**src/fdsa_pkg.sv**
```systemverilog
// constants and helpers for the divider core with strap-addressed serial port
package fdsa_pkg;
   localparam int FRAME_BITS = 32;
   localparam int DATA_BITS = 24;
   localparam int REG_BITS = 5;
   localparam int CHIP_BITS = 3;
   localparam int RATIO_BITS = 20;
   localparam int DUTY_BITS = 3;
   // frame layout, first bit on the wire is bit 31
   localparam int FRM_DATA_LSB = 8;
   localparam int FRM_REG_LSB = 3;
   localparam int FRM_CHIP_LSB = 0;
   localparam logic [5:0] FRAME_LEN = 6'h20;
   // register offsets
   localparam logic [4:0] REG_CTRL_OFS = 5'h00;
   localparam logic [4:0] REG_REFDIV_OFS = 5'h02;
   localparam logic [4:0] REG_RATIO_OFS = 5'h05;
   localparam logic [4:0] REG_COMP_OFS = 5'h09;
   // offset of the companion's reference divider register
   localparam logic [4:0] COMP_REFDIV_OFS = 5'h02;
   // control register fields
   localparam int CTRL_RDADDR_LSB = 0;
   localparam int CTRL_SOFTRST_BIT = 5;
   localparam int CTRL_DUTY_LSB = 12;
   localparam int CTRL_FRAC_BIT = 15;
   // reset values
   localparam logic [4:0] RDADDR_RST = 5'h00;
   localparam logic [2:0] DUTY_RST = 3'h3;
   localparam logic FRAC_RST = 1'b0;
   localparam logic [19:0] RATIO_RST = 20'h00020;
   localparam logic [23:0] REFDIV_RST = 24'h000001;
   localparam logic [2:0] COMP_RST = 3'h7;
   // ratio limits per mode
   localparam logic [19:0] INT_RATIO_MIN = 20'h00020;
   localparam logic [19:0] INT_RATIO_MAX = 20'hfffff;
   localparam logic [19:0] FRAC_RATIO_MIN = 20'h00024;
   localparam logic [19:0] FRAC_RATIO_MAX = 20'hffffb;
   // cycles after reset release before the straps are taken
   localparam logic [1:0] STRAP_SETTLE = 2'h2;

   function automatic logic [19:0] clampRatio(input logic frac, input logic [19:0] raw);
      logic [19:0] lo;
      logic [19:0] hi;
      lo = frac ? FRAC_RATIO_MIN : INT_RATIO_MIN;
      hi = frac ? FRAC_RATIO_MAX : INT_RATIO_MAX;
      if (raw < lo) begin
         return lo;
      end else if (raw > hi) begin
         return hi;
      end
      return raw;
   endfunction : clampRatio
endpackage : fdsa_pkg

```
**src/fdsa_core.sv**
```systemverilog
// divider core: ratio counter, pulse width, strap address, serial port, snooping
//
// Contract
// RL1: integer mode ratio limited to 32..1048575
// RL2: fractional mode ratio limited to 36..1048571
// RL3: pulse width from control bits 14:12
// RL4: positive rise, negative fall retimed to clock
// RL5: address is msb, mid, lsb strap pins
// RL6: straps sampled at every reset, then held
// RL7: open strap reads one, grounded reads zero
// RL8: snoop companion writes, update own register
// RL9: host may write shared setting once
// RL10: snooping off when companion equals own address
// RL11: own write only when frame address matches
`timescale 1ns/1ns
`default_nettype none
module fdsa_core (
   input wire logic clk_sys,
   input wire logic rst,
   input wire logic spiSck,
   input wire logic spiSenN,
   input wire logic spiSdi,
   output logic spiSdo,
   input wire logic addr_strap_lsb,
   input wire logic addr_strap_mid,
   input wire logic addr_strap_msb,
   output logic div_out_pos,
   output logic div_out_neg
);
   import fdsa_pkg::*;

   // pin synchronisers; stage one is read by stage two only
   logic [2:0] pinS1_q;
   logic [2:0] pinS2_q;
   logic sckS3_q;
   logic senS3_q;
   logic [2:0] strapS1_q;
   logic [2:0] strapS2_q;
   always_ff @(posedge clk_sys or posedge rst) begin
      if (rst) begin
         // idle levels: enable high, clock low, so no false edge after reset
         pinS1_q <= 3'h4;
         pinS2_q <= 3'h4;
         sckS3_q <= 1'b0;
         senS3_q <= 1'b1;
         strapS1_q <= 3'h7;
         strapS2_q <= 3'h7;
      end else begin
         pinS1_q <= {spiSenN, spiSck, spiSdi};
         pinS2_q <= pinS1_q;
         sckS3_q <= pinS2_q[1];
         senS3_q <= pinS2_q[2];
         // pull-ups make an open pin arrive as one
         strapS1_q <= {addr_strap_msb, addr_strap_mid, addr_strap_lsb}; // see RL5 see RL7
         strapS2_q <= strapS1_q;
      end
   end

   logic sdiS;
   logic sckRise;
   logic frameStart;
   logic frameEnd;
   assign sdiS = pinS2_q[0];
   assign sckRise = pinS2_q[1] & ~sckS3_q & ~pinS2_q[2];
   assign frameStart = ~pinS2_q[2] & senS3_q;
   assign frameEnd = pinS2_q[2] & ~senS3_q;

   // strap capture, restarted by hard or soft reset
   logic softRst;
   logic [1:0] settle_q;
   logic capDone_q;
   logic [2:0] ownAddr_q;
   always_ff @(posedge clk_sys or posedge rst) begin
      if (rst) begin
         settle_q <= 2'h0;
         capDone_q <= 1'b0;
         ownAddr_q <= 3'h7;
      end else if (softRst) begin
         settle_q <= 2'h0;
         capDone_q <= 1'b0;
      end else if (!capDone_q) begin
         if (settle_q == STRAP_SETTLE) begin
            capDone_q <= 1'b1;
            ownAddr_q <= strapS2_q; // see RL6
         end else begin
            settle_q <= settle_q + 2'h1;
         end
      end
   end

   // receive shifter
   logic [31:0] rx_q;
   logic [5:0] bitCnt_q;
   always_ff @(posedge clk_sys or posedge rst) begin
      if (rst) begin
         rx_q <= 32'h00000000;
         bitCnt_q <= 6'h00;
      end else if (frameStart) begin
         bitCnt_q <= 6'h00;
      end else if (sckRise) begin
         rx_q <= {rx_q[30:0], sdiS};
         if (bitCnt_q != 6'h3f) begin
            bitCnt_q <= bitCnt_q + 6'h01;
         end
      end
   end

   logic [23:0] rxData;
   logic [4:0] rxReg;
   logic [2:0] rxChip;
   logic commit;
   logic snoopEn;
   logic ownHit;
   logic snoopHit;
   logic [2:0] compAddr_q;
   assign rxData = rx_q[FRM_DATA_LSB +: DATA_BITS];
   assign rxReg = rx_q[FRM_REG_LSB +: REG_BITS];
   assign rxChip = rx_q[FRM_CHIP_LSB +: CHIP_BITS];
   // short or long frames are dropped
   assign commit = frameEnd && (bitCnt_q == FRAME_LEN) && capDone_q;
   assign snoopEn = (compAddr_q != ownAddr_q); // see RL10
   assign ownHit = commit && (rxChip == ownAddr_q); // see RL11
   assign snoopHit = commit && snoopEn && (rxChip == compAddr_q)
      && (rxReg == COMP_REFDIV_OFS); // see RL8
   assign softRst = ownHit && (rxReg == REG_CTRL_OFS) && rxData[CTRL_SOFTRST_BIT];

   // register file
   logic [4:0] rdAddr_q;
   logic [2:0] duty_q;
   logic frac_q;
   logic [19:0] ratio_q;
   logic [23:0] refDiv_q;
   always_ff @(posedge clk_sys or posedge rst) begin
      if (rst) begin
         rdAddr_q <= RDADDR_RST;
         duty_q <= DUTY_RST;
         frac_q <= FRAC_RST;
         ratio_q <= RATIO_RST;
         refDiv_q <= REFDIV_RST;
         compAddr_q <= COMP_RST;
      end else if (softRst) begin
         rdAddr_q <= RDADDR_RST;
         duty_q <= DUTY_RST;
         frac_q <= FRAC_RST;
         ratio_q <= RATIO_RST;
         refDiv_q <= REFDIV_RST;
         compAddr_q <= COMP_RST;
      end else begin
         if (ownHit && rxReg == REG_CTRL_OFS) begin
            rdAddr_q <= rxData[CTRL_RDADDR_LSB +: REG_BITS];
            duty_q <= rxData[CTRL_DUTY_LSB +: DUTY_BITS]; // see RL3
            frac_q <= rxData[CTRL_FRAC_BIT];
         end
         if (ownHit && rxReg == REG_RATIO_OFS) begin
            ratio_q <= rxData[RATIO_BITS-1:0];
         end
         // one companion frame sets both chips
         if ((ownHit && rxReg == REG_REFDIV_OFS) || snoopHit) begin
            refDiv_q <= rxData; // see RL8 see RL9
         end
         if (ownHit && rxReg == REG_COMP_OFS) begin
            compAddr_q <= rxData[CHIP_BITS-1:0];
         end
      end
   end

   // readback word chosen by the read address field
   logic [23:0] rdWord;
   always_comb begin
      rdWord = 24'h000000;
      unique case (rdAddr_q)
         REG_CTRL_OFS: rdWord = {8'h00, frac_q, duty_q, 9'h000, ownAddr_q};
         REG_REFDIV_OFS: rdWord = refDiv_q;
         REG_RATIO_OFS: rdWord = {4'h0, ratio_q};
         REG_COMP_OFS: rdWord = {21'h0, compAddr_q};
         default: rdWord = 24'h000000;
      endcase
   end

   logic [23:0] txSh_q;
   always_ff @(posedge clk_sys or posedge rst) begin
      if (rst) begin
         txSh_q <= 24'h000000;
         spiSdo <= 1'b0;
      end else if (frameStart) begin
         txSh_q <= rdWord;
         spiSdo <= rdWord[23];
      end else if (sckRise) begin
         txSh_q <= {txSh_q[22:0], 1'b0};
         spiSdo <= txSh_q[22];
      end
   end

   // ratio counter; a new ratio takes effect at the next output period
   logic [19:0] effRatio;
   logic [19:0] divCnt_q;
   logic [2:0] width_q;
   logic wrap;
   assign effRatio = clampRatio(frac_q, ratio_q); // see RL1 see RL2
   assign wrap = (divCnt_q == 20'h00000);
   always_ff @(posedge clk_sys or posedge rst) begin
      if (rst) begin
         divCnt_q <= 20'h00000;
         width_q <= 3'h0;
         div_out_pos <= 1'b0;
         div_out_neg <= 1'b1;
      end else begin
         if (wrap) begin
            divCnt_q <= effRatio - 20'h00001;
         end else begin
            divCnt_q <= divCnt_q - 20'h00001;
         end
         // width in clock periods is field plus one, always below the ratio
         if (wrap) begin
            width_q <= duty_q; // see RL3
            div_out_pos <= 1'b1; // see RL4
            div_out_neg <= 1'b0; // see RL4
         end else if (width_q != 3'h0) begin
            width_q <= width_q - 3'h1;
         end else begin
            div_out_pos <= 1'b0;
            div_out_neg <= 1'b1;
         end
      end
   end

   // helper: high pulse length and the duty field it began with
   logic [3:0] highLen_q;
   logic [2:0] wrapDuty_q;
   always_ff @(posedge clk_sys or posedge rst) begin
      if (rst) begin
         highLen_q <= 4'h0;
         wrapDuty_q <= 3'h0;
      end else begin
         if (wrap) begin
            wrapDuty_q <= duty_q;
         end
         if (div_out_pos) begin
            highLen_q <= highLen_q + 4'h1;
         end else begin
            highLen_q <= 4'h0;
         end
      end
   end

   AST_INT_RANGE: assert property (@(posedge clk_sys) disable iff (rst) // see RL1
      wrap && !frac_q |=> (divCnt_q >= INT_RATIO_MIN - 20'h00001
         && divCnt_q <= INT_RATIO_MAX - 20'h00001))
      else $error("integer ratio out of range");
   AST_FRAC_RANGE: assert property (@(posedge clk_sys) disable iff (rst) // see RL2
      wrap && frac_q |=> (divCnt_q >= FRAC_RATIO_MIN - 20'h00001
         && divCnt_q <= FRAC_RATIO_MAX - 20'h00001))
      else $error("fractional ratio out of range");
   AST_PULSE_WIDTH: assert property (@(posedge clk_sys) disable iff (rst) // see RL3
      $fell(div_out_pos) |-> highLen_q == {1'b0, wrapDuty_q} + 4'h1)
      else $error("pulse width differs from duty field");
   AST_EDGE_PAIR: assert property (@(posedge clk_sys) disable iff (rst) // see RL4
      $rose(div_out_pos) |-> $fell(div_out_neg) ##1 (div_out_neg == !div_out_pos))
      else $error("divider output edges not aligned");
   AST_STRAP_ORDER: assert property (@(posedge clk_sys) disable iff (rst) // see RL5
      $rose(capDone_q) |-> ownAddr_q == $past({addr_strap_msb, addr_strap_mid, addr_strap_lsb}, 3))
      else $error("strap address taken in wrong order");
   AST_ADDR_HELD: assert property (@(posedge clk_sys) disable iff (rst) // see RL6
      capDone_q && !softRst |=> $stable(ownAddr_q))
      else $error("captured address changed without reset");
   AST_SNOOP_UPDATE: assert property (@(posedge clk_sys) disable iff (rst) // see RL8
      snoopHit |=> refDiv_q == $past(rxData))
      else $error("companion write not followed");
   AST_SNOOP_OFF: assert property (@(posedge clk_sys) disable iff (rst) // see RL10
      commit && compAddr_q == ownAddr_q && rxChip != ownAddr_q |=> $stable(refDiv_q))
      else $error("snoop active with own address");
   AST_FOREIGN_IGNORED: assert property (@(posedge clk_sys) disable iff (rst) // see RL11
      commit && rxChip != ownAddr_q |=> $stable(ratio_q) && $stable(compAddr_q))
      else $error("foreign frame changed own register");

   COV_OWN_WRITE: cover property (@(posedge clk_sys) disable iff (rst) ownHit);
   COV_SNOOP: cover property (@(posedge clk_sys) disable iff (rst) snoopHit);
   COV_SOFT_RESET: cover property (@(posedge clk_sys) disable iff (rst) softRst ##[1:8] capDone_q);
   COV_FRAC_PULSE: cover property (@(posedge clk_sys) disable iff (rst) frac_q && $rose(div_out_pos));
endmodule : fdsa_core
`default_nettype wire

```
**config.mk**
```make
export PLATFORM = sky130hd
export DESIGN_NAME = fdsa_core
export DESIGN_NICKNAME = d
export VERILOG_FILES = /design/src/fdsa_pkg.sv /design/src/fdsa_core.sv
export SDC_FILE = /design/constraint.sdc
export NUM_CORES = 1
export LEC_CHECK = 0
export ABC_AREA = 1
export BUFFER_PORTS_ARGS = -buffer_cell sky130_fd_sc_hd__buf_2
export CORE_AREA = 4 4 120 122
export CTS_BUF_LIST = sky130_fd_sc_hd__clkbuf_8
export CTS_CLUSTER_DIAMETER = 80
export DETAILED_ROUTE_END_ITERATION = 8
export DIE_AREA = 0 0 124 126
export PLACE_DENSITY = 0.75
export SYNTH_ARGS = -nofsm -noshare
export SYNTH_HDL_FRONTEND = slang
export SYNTH_SLANG_ARGS = --single-unit
```
**constraint.sdc**
```tcl
create_clock -name clk_sys -period 9.8 [get_ports clk_sys]
set_input_delay 0.49 -clock clk_sys [delete_from_list [all_inputs] [get_ports clk_sys]]
set_output_delay 0.49 -clock clk_sys [all_outputs]
set_load 0.05 [all_outputs]
```
# Word-level counts from Yosys, hierarchy flattened
# Cells that the tools add are included.
# totals
register_bits	163
# classes
n_addsub	5
n_lt_le_gt_ge	2
n_eq_ne	15
n_mux	40
bitwise	10
n_reduce_logical	27
# op_table
cell	count
$mux W20	6
$pmux W24 S4	1
$mux W24	2
$mux W23	2
$sub A20 B1 Y20 const B	2
$mux W3	8
$gt A20 B20 Y1	1
$logic_not A20 Y1	1
$lt A20 B6 Y1	1
$mux W6	3
$reduce_bool A2 Y1	7
$mux W1	13
$logic_and A1 B1 Y1	11
$eq A5 B2 Y1 const B	2
$eq A5 B3 Y1 const B	2
$eq A5 B4 Y1 const B	2
$logic_not A5 Y1	2
$mux W5	2
$add A6 B1 Y6 const B	1
$eq A3 B3 Y1	2
$eq A6 B6 Y1 const B	1
$mux W2	3
$ne A2 B2 Y1 const B	3
$ne A6 B6 Y1 const B	1
other kinds (10)	20

# Longest topological paths before layout
# Gate-level depths: netlist of run 1.
# depth
ltp_word	10
depth_mapped	18
depth_no_buf	18

# Least setup slack after synthesis of run 1
# Ideal clock, no wire load.
# synth_timing
kind	flip-flop to flip-flop
start	register frac_q
end	register divCnt_q[14]
setup_time_ps	121
arrival_time_ps	1826
t_required_ps	9679
path_slack_ps	7853
path_stages_with_launch	16
n_path_buf	0
synth_period_minus_slack_ps	1947
cell_sequence	dfrtp_1 -> ha_1 -> inv_1 -> nand3_1 -> nand2_1 -> nor2_1 -> nand2_1 -> nand2_1 -> nand2_1 -> nand2_1 -> inv_1 -> ha_1 -> nand2_2 -> nor2_4 -> nand2_1 -> xor2_1
# synth_between
elab_chain_cells	7
# synth_rtl
item	line_no	source
from (decl)	fdsa_core.sv:130	logic frac_q;
from (signal assigned)	fdsa_core.sv:152	frac_q <= rxData[CTRL_FRAC_BIT];
$mux W3	fdsa_pkg.sv:45	hi = frac ? FRAC_RATIO_MAX : INT_RATIO_MAX;
$gt A20 B20 Y1	fdsa_pkg.sv:48	end else if (raw > hi) begin
$mux W1	fdsa_pkg.sv:48	
$mux W1	fdsa_pkg.sv:46	if (raw < lo) begin
$mux W20 *	fdsa_pkg.sv:51	return raw;
$sub A20 B1 Y20 *	fdsa_core.sv:209	divCnt_q <= effRatio - 20'h00001;
$mux W20 *	fdsa_core.sv:208	if (wrap) begin
to (signal assigned)	fdsa_core.sv:209	
to (signal assigned)	fdsa_core.sv:211	divCnt_q <= divCnt_q - 20'h00001;
to (decl)	fdsa_core.sv:196	logic [19:0] divCnt_q;
# Mark *: on every way between the ends. The rest lies on a longest branch, timed or not. The select of a mux whose other input is x is not followed.
# A chain may end at the register's enable or synchronous reset.

# Worst setup path after layout of run 1
# layout_timing
start	register senS3_q
end	register bitCnt_q[5]
# layout_between
elab_chain_cells	3
# layout_rtl
item	line_no	source
from (decl)	fdsa_core.sv:36	logic senS3_q;
from (signal assigned)	fdsa_core.sv:52	senS3_q <= pinS2_q[2];
$and A1 B1 Y1 *	fdsa_core.sv:65	assign frameStart = ~pinS2_q[2] & senS3_q;
$reduce_bool A2 Y1 (no line)	--	
$reduce_and A2 Y1 (no line)	--	
to (signal assigned)	fdsa_core.sv:103	bitCnt_q <= bitCnt_q + 6'h01;
to (decl)	fdsa_core.sv:93	logic [5:0] bitCnt_q;
# Mark *: on every way between the ends. The rest lies on a longest branch, timed or not.

==> impl_metrics.py, run 1 <==
metrics = {
    "power": {
        "power.density_cell_area_mw_per_mm2": 155,
        "fraction_of_power_spent_switching_nets_pct": 23.7,
        "p_int_uw": 1000,
        "static-leakage-power_uw": 0.00398,
        "clkPwrFrac_pct": 40.7,
        "sequentialPowerShare_pct": 54.3,
        "power.switching_uw": 311,
        "vdd.ir_drop.worst_mv": 0.0935,
        "power.share.combinational_pct": 5.0,
    },
    "final_layout": {
        "final_area_sq_mm": 0.00845,
        "num_antenna_cells": 0,
        "area_growth_syn_to_layout_pct": 7.21,
        "finish.utilization_pct": 64.1,
        "layout-drive-gt1-share_pct": 12.1,
        "layout.cells.non_filler": 1131,
        "fin_nets": 958,
    },
    "detailed_routing": {
        "detail_route.wl_per_cell_microns": 15.7,
        "drt_pass1_iterations": 5,
        "num_vias": 6082,
        "drcViolationCount": 0,
        "antenna_left": 0,
        "dr.first_iter.drc_count": 500,
        "wl_microns": 17700,
        "vias_per_std_cell": 5.38,
    },
    "cts": {
        "post_cts_buffers": 0,
        "cts_inserted_buffers": 17,
        "cts.clk_slew.worst_paths_ns": 0.08,
        "clock_sinks": 163,
        "clk_latency_ns": 0.47,
        "clockBufferDepth": 2,
        "postCtsHoldBufs": 0,
        "cts_resized": 0,
        "h-tree-depth": 4,
        "cts-root-buf": "clkbuf_8",
        "tritoncts": "done",
    },
    "status": {
        "outcome": "complete, no violations",
    },
    "synthesis": {
        "synthDominantCellAreaShare_pct": 45.4,
        "synth_area_leader_cell": "dfrtp_1",
        "cell_types_with_the_highest_counts_after_synthesis": "nand2_1, dfrtp_1, inv_1, nor2_1, o21ai_0",
        "yosys_most_used_dff": "dfrtp_1",
        "yosys_warnings": 0,
        "asyncSetResetFlopFracSynth_pct": 100,
        "synthesis.area_per_instance_sq_um": 8.38,
        "netlist-cell-type-count": 46,
        "cell_count_after_synthesis": 941,
        "synth.area.top_cells": "dfrtp_1, nand2_1, dfstp_2, inv_1, o21ai_0",
        "syn_area_sq_mm": 0.00788,
        "yosys_register_bits": 163,
        "synthMostInstantiatedCell": "nand2_1",
        "ys_seq_area_share_pct": 52.1,
        "synth_edf_count": 0,
        "mappedNetlistNets": 957,
    },
    "sta": {
        "timing.clock.skew_ns": 0.00973,
        "post-route-period-util_pct": 33.1,
        "finalMaxSlewViolations": 0,
        "maxClockFrequency_ghz": 0.308,
        "finalSetupTns_ns": 0,
        "timing_worst_slew_pin_value_ns": 1.07,
        "final-setup-viol-count": 0,
        "fin_crit_ns": 3.25,
        "timing.max_slew.rel_slack_pct": 28.4,
        "unrepaired_setup_endpoints_after_global_routing": "false",
        "report.final.hold_viol_count": 0,
    },
    "critical_path": {
        "classification_of_the_worst_setup_path": "flop to flop",
        "critical_path.reg2reg.endpoint": "bitCnt_q[5]",
        "crit_arrival_ns": 3.65,
        "cp-end-kind": "flop",
        "cp_data_required_time_ns": 10.21,
        "crit_fanout": 26,
        "startpoint_type": "flop",
        "crit_reg_reg_startpoint": "senS3_q",
        "worst_case_reg_to_reg_path_depth": 10,
        "reg2reg_slack_ns": 6.55,
    },
    "hold_path": {
        "whs_endpoint": "strapS1_q[1]",
        "min_path_cells": 1,
        "hold_class": "primary input to flop",
        "timing.hold.worst.start": "addr_strap_mid",
    },
    "global_routing": {
        "grt_overflow_total": 0,
        "grt_start_max_net_pins": 102,
        "antenna_found_initial": 0,
        "first_pass_grt_wire_length_microns": 29800,
        "first_global_vias": 5778,
        "grt_use_total_pct": 24.6,
    },
    "flow_run": {
        "max_cap_violations": 0,
    },
    "placement": {
        "post_dp_cell_area_sq_mm": 0.00802,
        "dp.cells": 1099,
        "buffer_ports.inserted": 10,
        "detailed_place_hpwl_microns": 12500,
        "finalWeightedCongestion": 0.889,
    },
    "floorplan": {
        "die_h_microns": 126,
        "fp.coreArea_sq_mm": 0.0132,
        "floorplan.die_area_sq_mm": 0.0156,
        "die_width_microns": 124,
        "boundaryPins": 11,
        "starting_utilization_of_the_core_area_pct": 59.8,
        "std_cell_rows": 42,
    },
}
power groups by stage:
stage	combinational (uW)	sequential [uW]	clock, uW
detailed placement	66.5	725	0
CTS	66.6	712	541
finish	65.5	713	534
global placement	64.9	724	0
global route	76.3	715	573
floorplan	51.7	721	0
cell type report:
type                       instances  area [sq um]
fill                            1116          4740
sequential                       163          4100
multi-input combinational        617          3130
inverter                         131           497
clock buffer                      18           248
tap                              176           220
clock inverter                    14           184
timing repair buffer              12          65.1
layout by cell type (no fill, tap or decap), drive strengths merged, types with 5 or more instances in the layout:
cell | synthesis | layout
nor3 | 9 | 9
o22ai | 34 | 34
ha | 8 | 8
o221ai | 5 | 5
nand4 | 10 | 10
o211ai | 6 | 6
nand3 | 37 | 37
nor2 | 101 | 101
buf | 14 | 12
clkbuf | 16 | 18
inv | 131 | 135
o21bai | 5 | 5
dfrtp | 143 | 143
xor2 | 14 | 14
dfstp | 20 | 20
a21oi | 19 | 19
nand2 | 259 | 259
o21ai | 86 | 86
worst max-delay path, cell delays in order (launching register included):
cell	delay [ns]
dfstp_2	0.55
inv_1	0.06
nor2_2	0.61
inv_2	0.36
nand2_1	0.72
o21ai_1	0.27
inv_1	0.20
nand3_1	0.12
o21ai_1	0.14
nand2_1	0.06
nor2_1	0.09
per-layer routing:
layer / track usage [%] / vias to the layer above / part of all wire (%)
met1: 38.3 / 2895 / 49
met4: 7.73 / 0 / 1.8
li1: - / 3000 / -
met3: 5.47 / 29 / 5.5
met5: 0 / - / 0
met2: 34.4 / 158 / 44
how the worst max path moves through the flow:
stage,startpoint,to,slack [ns],depth (start not counted)
detailed placement,pinS2_q[2],refDiv_q[8],6.61,9
global route,senS3_q,bitCnt_q[5],6.20,10
finish,senS3_q,bitCnt_q[5],6.55,10
floorplan,rst,bitCnt_q[0],4.94,1
global placement,senS3_q,bitCnt_q[5],6.70,10
CTS,senS3_q,bitCnt_q[5],6.57,10
cells by family (layout without fill, tap and decap cells):
kind of cell               after synthesis  after routing  synth area share [%]
and+or+nand+nor                        427            427                  23.6
DFF                                    163            163                  52.1
buffers and inverters                  161            175                  8.19
AOI/OAI and AO/OA                      160            160                  12.3
xor gates and xnor gates                18             18                  2.00
adders and majority gates                8              8                  1.27
muxes                                    4              4                 0.571
metrics by stage:
step	hold slack [ns]	setup slack [ns]	power, uW
after floorplan	0.331	4.94	773
after global placement	0.336	6.70	789
after detailed placement	0.342	6.61	791
after CTS	0.0923	6.57	1320
after global routing	0.0793	6.20	1360
final	0.110	6.55	1310
state kept, by name, indices dropped and copies added (netlist names):
name,flops
div_out_neg,1
divCnt_q,20
senS3_q,1
refDiv_q,24
settle_q,2
frac_q,1
pinS1_q,3
ownAddr_q,3
duty_q,3
spiSdo,1
txSh_q,23
width_q,3
strapS1_q,3
sckS3_q,1
pinS2_q,3
bitCnt_q,6
div_out_pos,1
rdAddr_q,5
capDone_q,1
rx_q,32
compAddr_q,3
ratio_q,20
strapS2_q,3
No activity file was read; power rests on OpenSTA's default activity.
==> inputs of run 2 (changes only) <==
--- a/config.mk
+++ b/config.mk
@@ -7,12 +7,12 @@
 export LEC_CHECK = 0
 export ABC_AREA = 1
 export BUFFER_PORTS_ARGS = -buffer_cell sky130_fd_sc_hd__buf_2
-export CORE_AREA = 4 4 120 122
+export CORE_AREA = 4 4 121 123
 export CTS_BUF_LIST = sky130_fd_sc_hd__clkbuf_8
 export CTS_CLUSTER_DIAMETER = 80
 export DETAILED_ROUTE_END_ITERATION = 8
-export DIE_AREA = 0 0 124 126
-export PLACE_DENSITY = 0.75
+export DIE_AREA = 0 0 125 127
+export PLACE_DENSITY = 0.77
 export SYNTH_ARGS = -nofsm -noshare
 export SYNTH_HDL_FRONTEND = slang
 export SYNTH_SLANG_ARGS = --single-unit
==> constraint.sdc (replaced) <==
create_clock -name clk_sys -period 2.82 [get_ports clk_sys]
set_input_delay 0.141 -clock clk_sys [delete_from_list [all_inputs] [get_ports clk_sys]]
set_output_delay 0.141 -clock clk_sys [all_outputs]
set_load 0.05 [all_outputs]
==> impl_metrics.py, run 2 (same netlist as run 1, synthesis figures left out) <==
metrics = {
    "status": {
        "outcome": "complete, no violations",
    },
    "detailed_routing": {
        "drcViolationCount": 0,
        "dr.first_iter.drc_count": 503,
        "wl_microns": 17400,
        "num_vias": 6194,
        "antenna_left": 0,
        "drt_pass1_iterations": 5,
        "vias_per_std_cell": 5.38,
        "detail_route.wl_per_cell_microns": 15.2,
    },
    "cts": {
        "cts-root-buf": "clkbuf_8",
        "cts_inserted_buffers": 17,
        "clock_sinks": 163,
        "clk_latency_ns": 0.46,
        "h-tree-depth": 4,
        "post_cts_buffers": 0,
        "cts.clk_slew.worst_paths_ns": 0.08,
        "clockBufferDepth": 2,
        "cts_resized": 0,
        "tritoncts": "done",
    },
    "floorplan": {
        "fp.coreArea_sq_mm": 0.0137,
        "die_h_microns": 127,
        "boundaryPins": 11,
        "die_width_microns": 125,
        "floorplan.die_area_sq_mm": 0.0159,
        "std_cell_rows": 43,
        "starting_utilization_of_the_core_area_pct": 57.7,
    },
    "placement": {
        "buffer_ports.inserted": 10,
        "detailed_place_hpwl_microns": 12500,
        "finalWeightedCongestion": 0.943,
        "dp_worst_setup_slack_ns": 0.562,
    },
    "hold_path": {
        "hold_class": "primary input to flop",
        "timing.hold.worst.start": "spiSdi",
    },
    "critical_path": {
        "crit_fanout": 38,
        "cp_slowest_stage_delay_ns": 0.47,
        "crit_arrival_ns": 2.59,
        "startpoint": "bitCnt_q[0]",
        "path_cells": "inv_1 > ha_1 > nand4_1 > nor2_1 > and3_2 > nand2_4 > nand2_2 > inv_2 > o21ai_0",
        "crit_family": "simple AND/OR/NAND/NOR gates",
        "classification_of_the_worst_setup_path": "flop to flop",
        "cp-end-kind": "flop",
        "crit_slowest_cell": "inv_2",
        "crit_reg_reg_startpoint": "bitCnt_q[0]",
        "cp_data_required_time_ns": 3.13,
        "startpoint_type": "flop",
        "critical_path.n_buffers_inverters": 2,
    },
    "power": {
        "vdd.ir_drop.worst_mv": 0.423,
        "sequentialPowerShare_pct": 56.5,
        "fraction_of_power_spent_switching_nets_pct": 23.6,
        "power.share.combinational_pct": 5.5,
        "p_int_uw": 3350,
        "clkPwrFrac_pct": 38.0,
        "power.density_cell_area_mw_per_mm2": 512,
        "design_power_total_uw": 4390,
        "power.switching_uw": 1040,
        "static-leakage-power_uw": 0.00404,
    },
    "final_layout": {
        "num-fill-cells": 1171,
        "layout.cells.most_common": "nand2_1",
        "max_flop_register": "rx_q",
        "layout_common_cells": "nand2_1, dfrtp_1, inv_1",
        "num_antenna_cells": 0,
        "area_growth_syn_to_layout_pct": 8.79,
        "largest_registers": "rx_q: 32 flops, refDiv_q: 24 flops, txSh_q: 23 flops",
        "multi_input_area_sq_mm": 0.00313,
        "layout-drive-gt1-share_pct": 12.7,
        "largest_register_ffs": 32,
        "fin_nets": 974,
        "seq_area_sq_mm": 0.00410,
    },
    "sta": {
        "finalMaxSlewViolations": 0,
        "timing.clock.skew_ns": 0.0176,
        "post-route-period-util_pct": 80.7,
        "post-route-worst-setup-slack_ns": 0.543,
        "unrepaired_setup_endpoints_after_global_routing": "false",
        "report.final.hold_viol_count": 0,
        "final-setup-viol-count": 0,
        "timing.max_slew.rel_slack_pct": 42.2,
        "fin_crit_ns": 2.28,
        "finalSetupTns_ns": 0,
        "timing_worst_slew_pin_value_ns": 0.865,
        "maxClockFrequency_ghz": 0.439,
    },
    "global_routing": {
        "grt_overflow_total": 0,
        "grt_start_max_net_pins": 59,
        "antenna_found_initial": 0,
        "grt_use_total_pct": 23.5,
        "first_pass_grt_wire_length_microns": 29800,
        "first_global_vias": 5836,
    },
    "flow_run": {
        "max_cap_violations": 0,
    },
}
-- run 2: changes by cell type in the layout (fill, tap and decap cells not counted) --
cell,previous run,this run
buf_12,0,2
bufinv_16,4,2
clkbuf_8,18,20
inv_6,2,0
clkinvlp_4,2,3
dlygate4sd3_1,0,7
clkinv_2,3,4
buf_4,2,9
inv_4,2,0
inv_1,129,131
-- run 2: layout make-up --
cell class | instances | share of cell area (%)
sequential | 163 | 47.9
inverter | 131 | 5.78
clock buffer | 20 | 3.21
timing repair buffer | 28 | 2.66
clock inverter | 12 | 1.34
multi-input combinational | 617 | 36.5
tap | 180 | 2.63
-- run 2: path summary, 6_finish.rpt --
path / end / slack (ns) / cells after the start
max: ratio_q[1] / 0.54 / 9
min: pinS1_q[0] / 0.32 / 2
max reg2reg: ratio_q[1] / 0.54 / 9
min reg2reg: pinS2_q[2] / 0.35 / 0
max in group asynchronous: pinS1_q[2] / 1.60 / 4
min in group asynchronous: rx_q[30] / 0.41 / 3
-- run 2: through the flow --
stage | instances | cell area [sq um] | util (%) | hold WS, ns
final | 1151 | 8570 | 62.7 | 0.318
after global routing | 1151 | 8570 | 62.7 | 0.304
after CTS | 1151 | 8570 | 62.7 | 0.302
after detailed placement | 1112 | 8110 | 59.4 | 0.247
after global placement | 1112 | 8110 | 59.4 | 0.245
after floorplan | 941 | 7890 | - | 0.145
-- run 2: timing repair --
action	CTS	global route
endpoints found under the setup margin	0	0
hold buffers	7	0
endpoints found under the hold margin	29	0
-- run 2: power groups by stage --
stage	Clock, uW	Sequential (uW)	Combinational (uW)
floorplan	0	2510	180
global placement	0	2520	232
CTS	1690	2480	246
finish	1670	2480	242
global route	1810	2490	281
detailed placement	0	2520	238
-- run 2: routing by layer --
| layer | up-vias | share of wire, % | global-route usage, % |
|---|---|---|---|
| met2 | 198 | 44 | 34.5 |
| met4 | 0 | 1.5 | 7.02 |
| met5 | - | 0 | 0 |
| met3 | 26 | 7.1 | 5.94 |
| met1 | 2929 | 47 | 34.9 |
| li1 | 3041 | - | - |
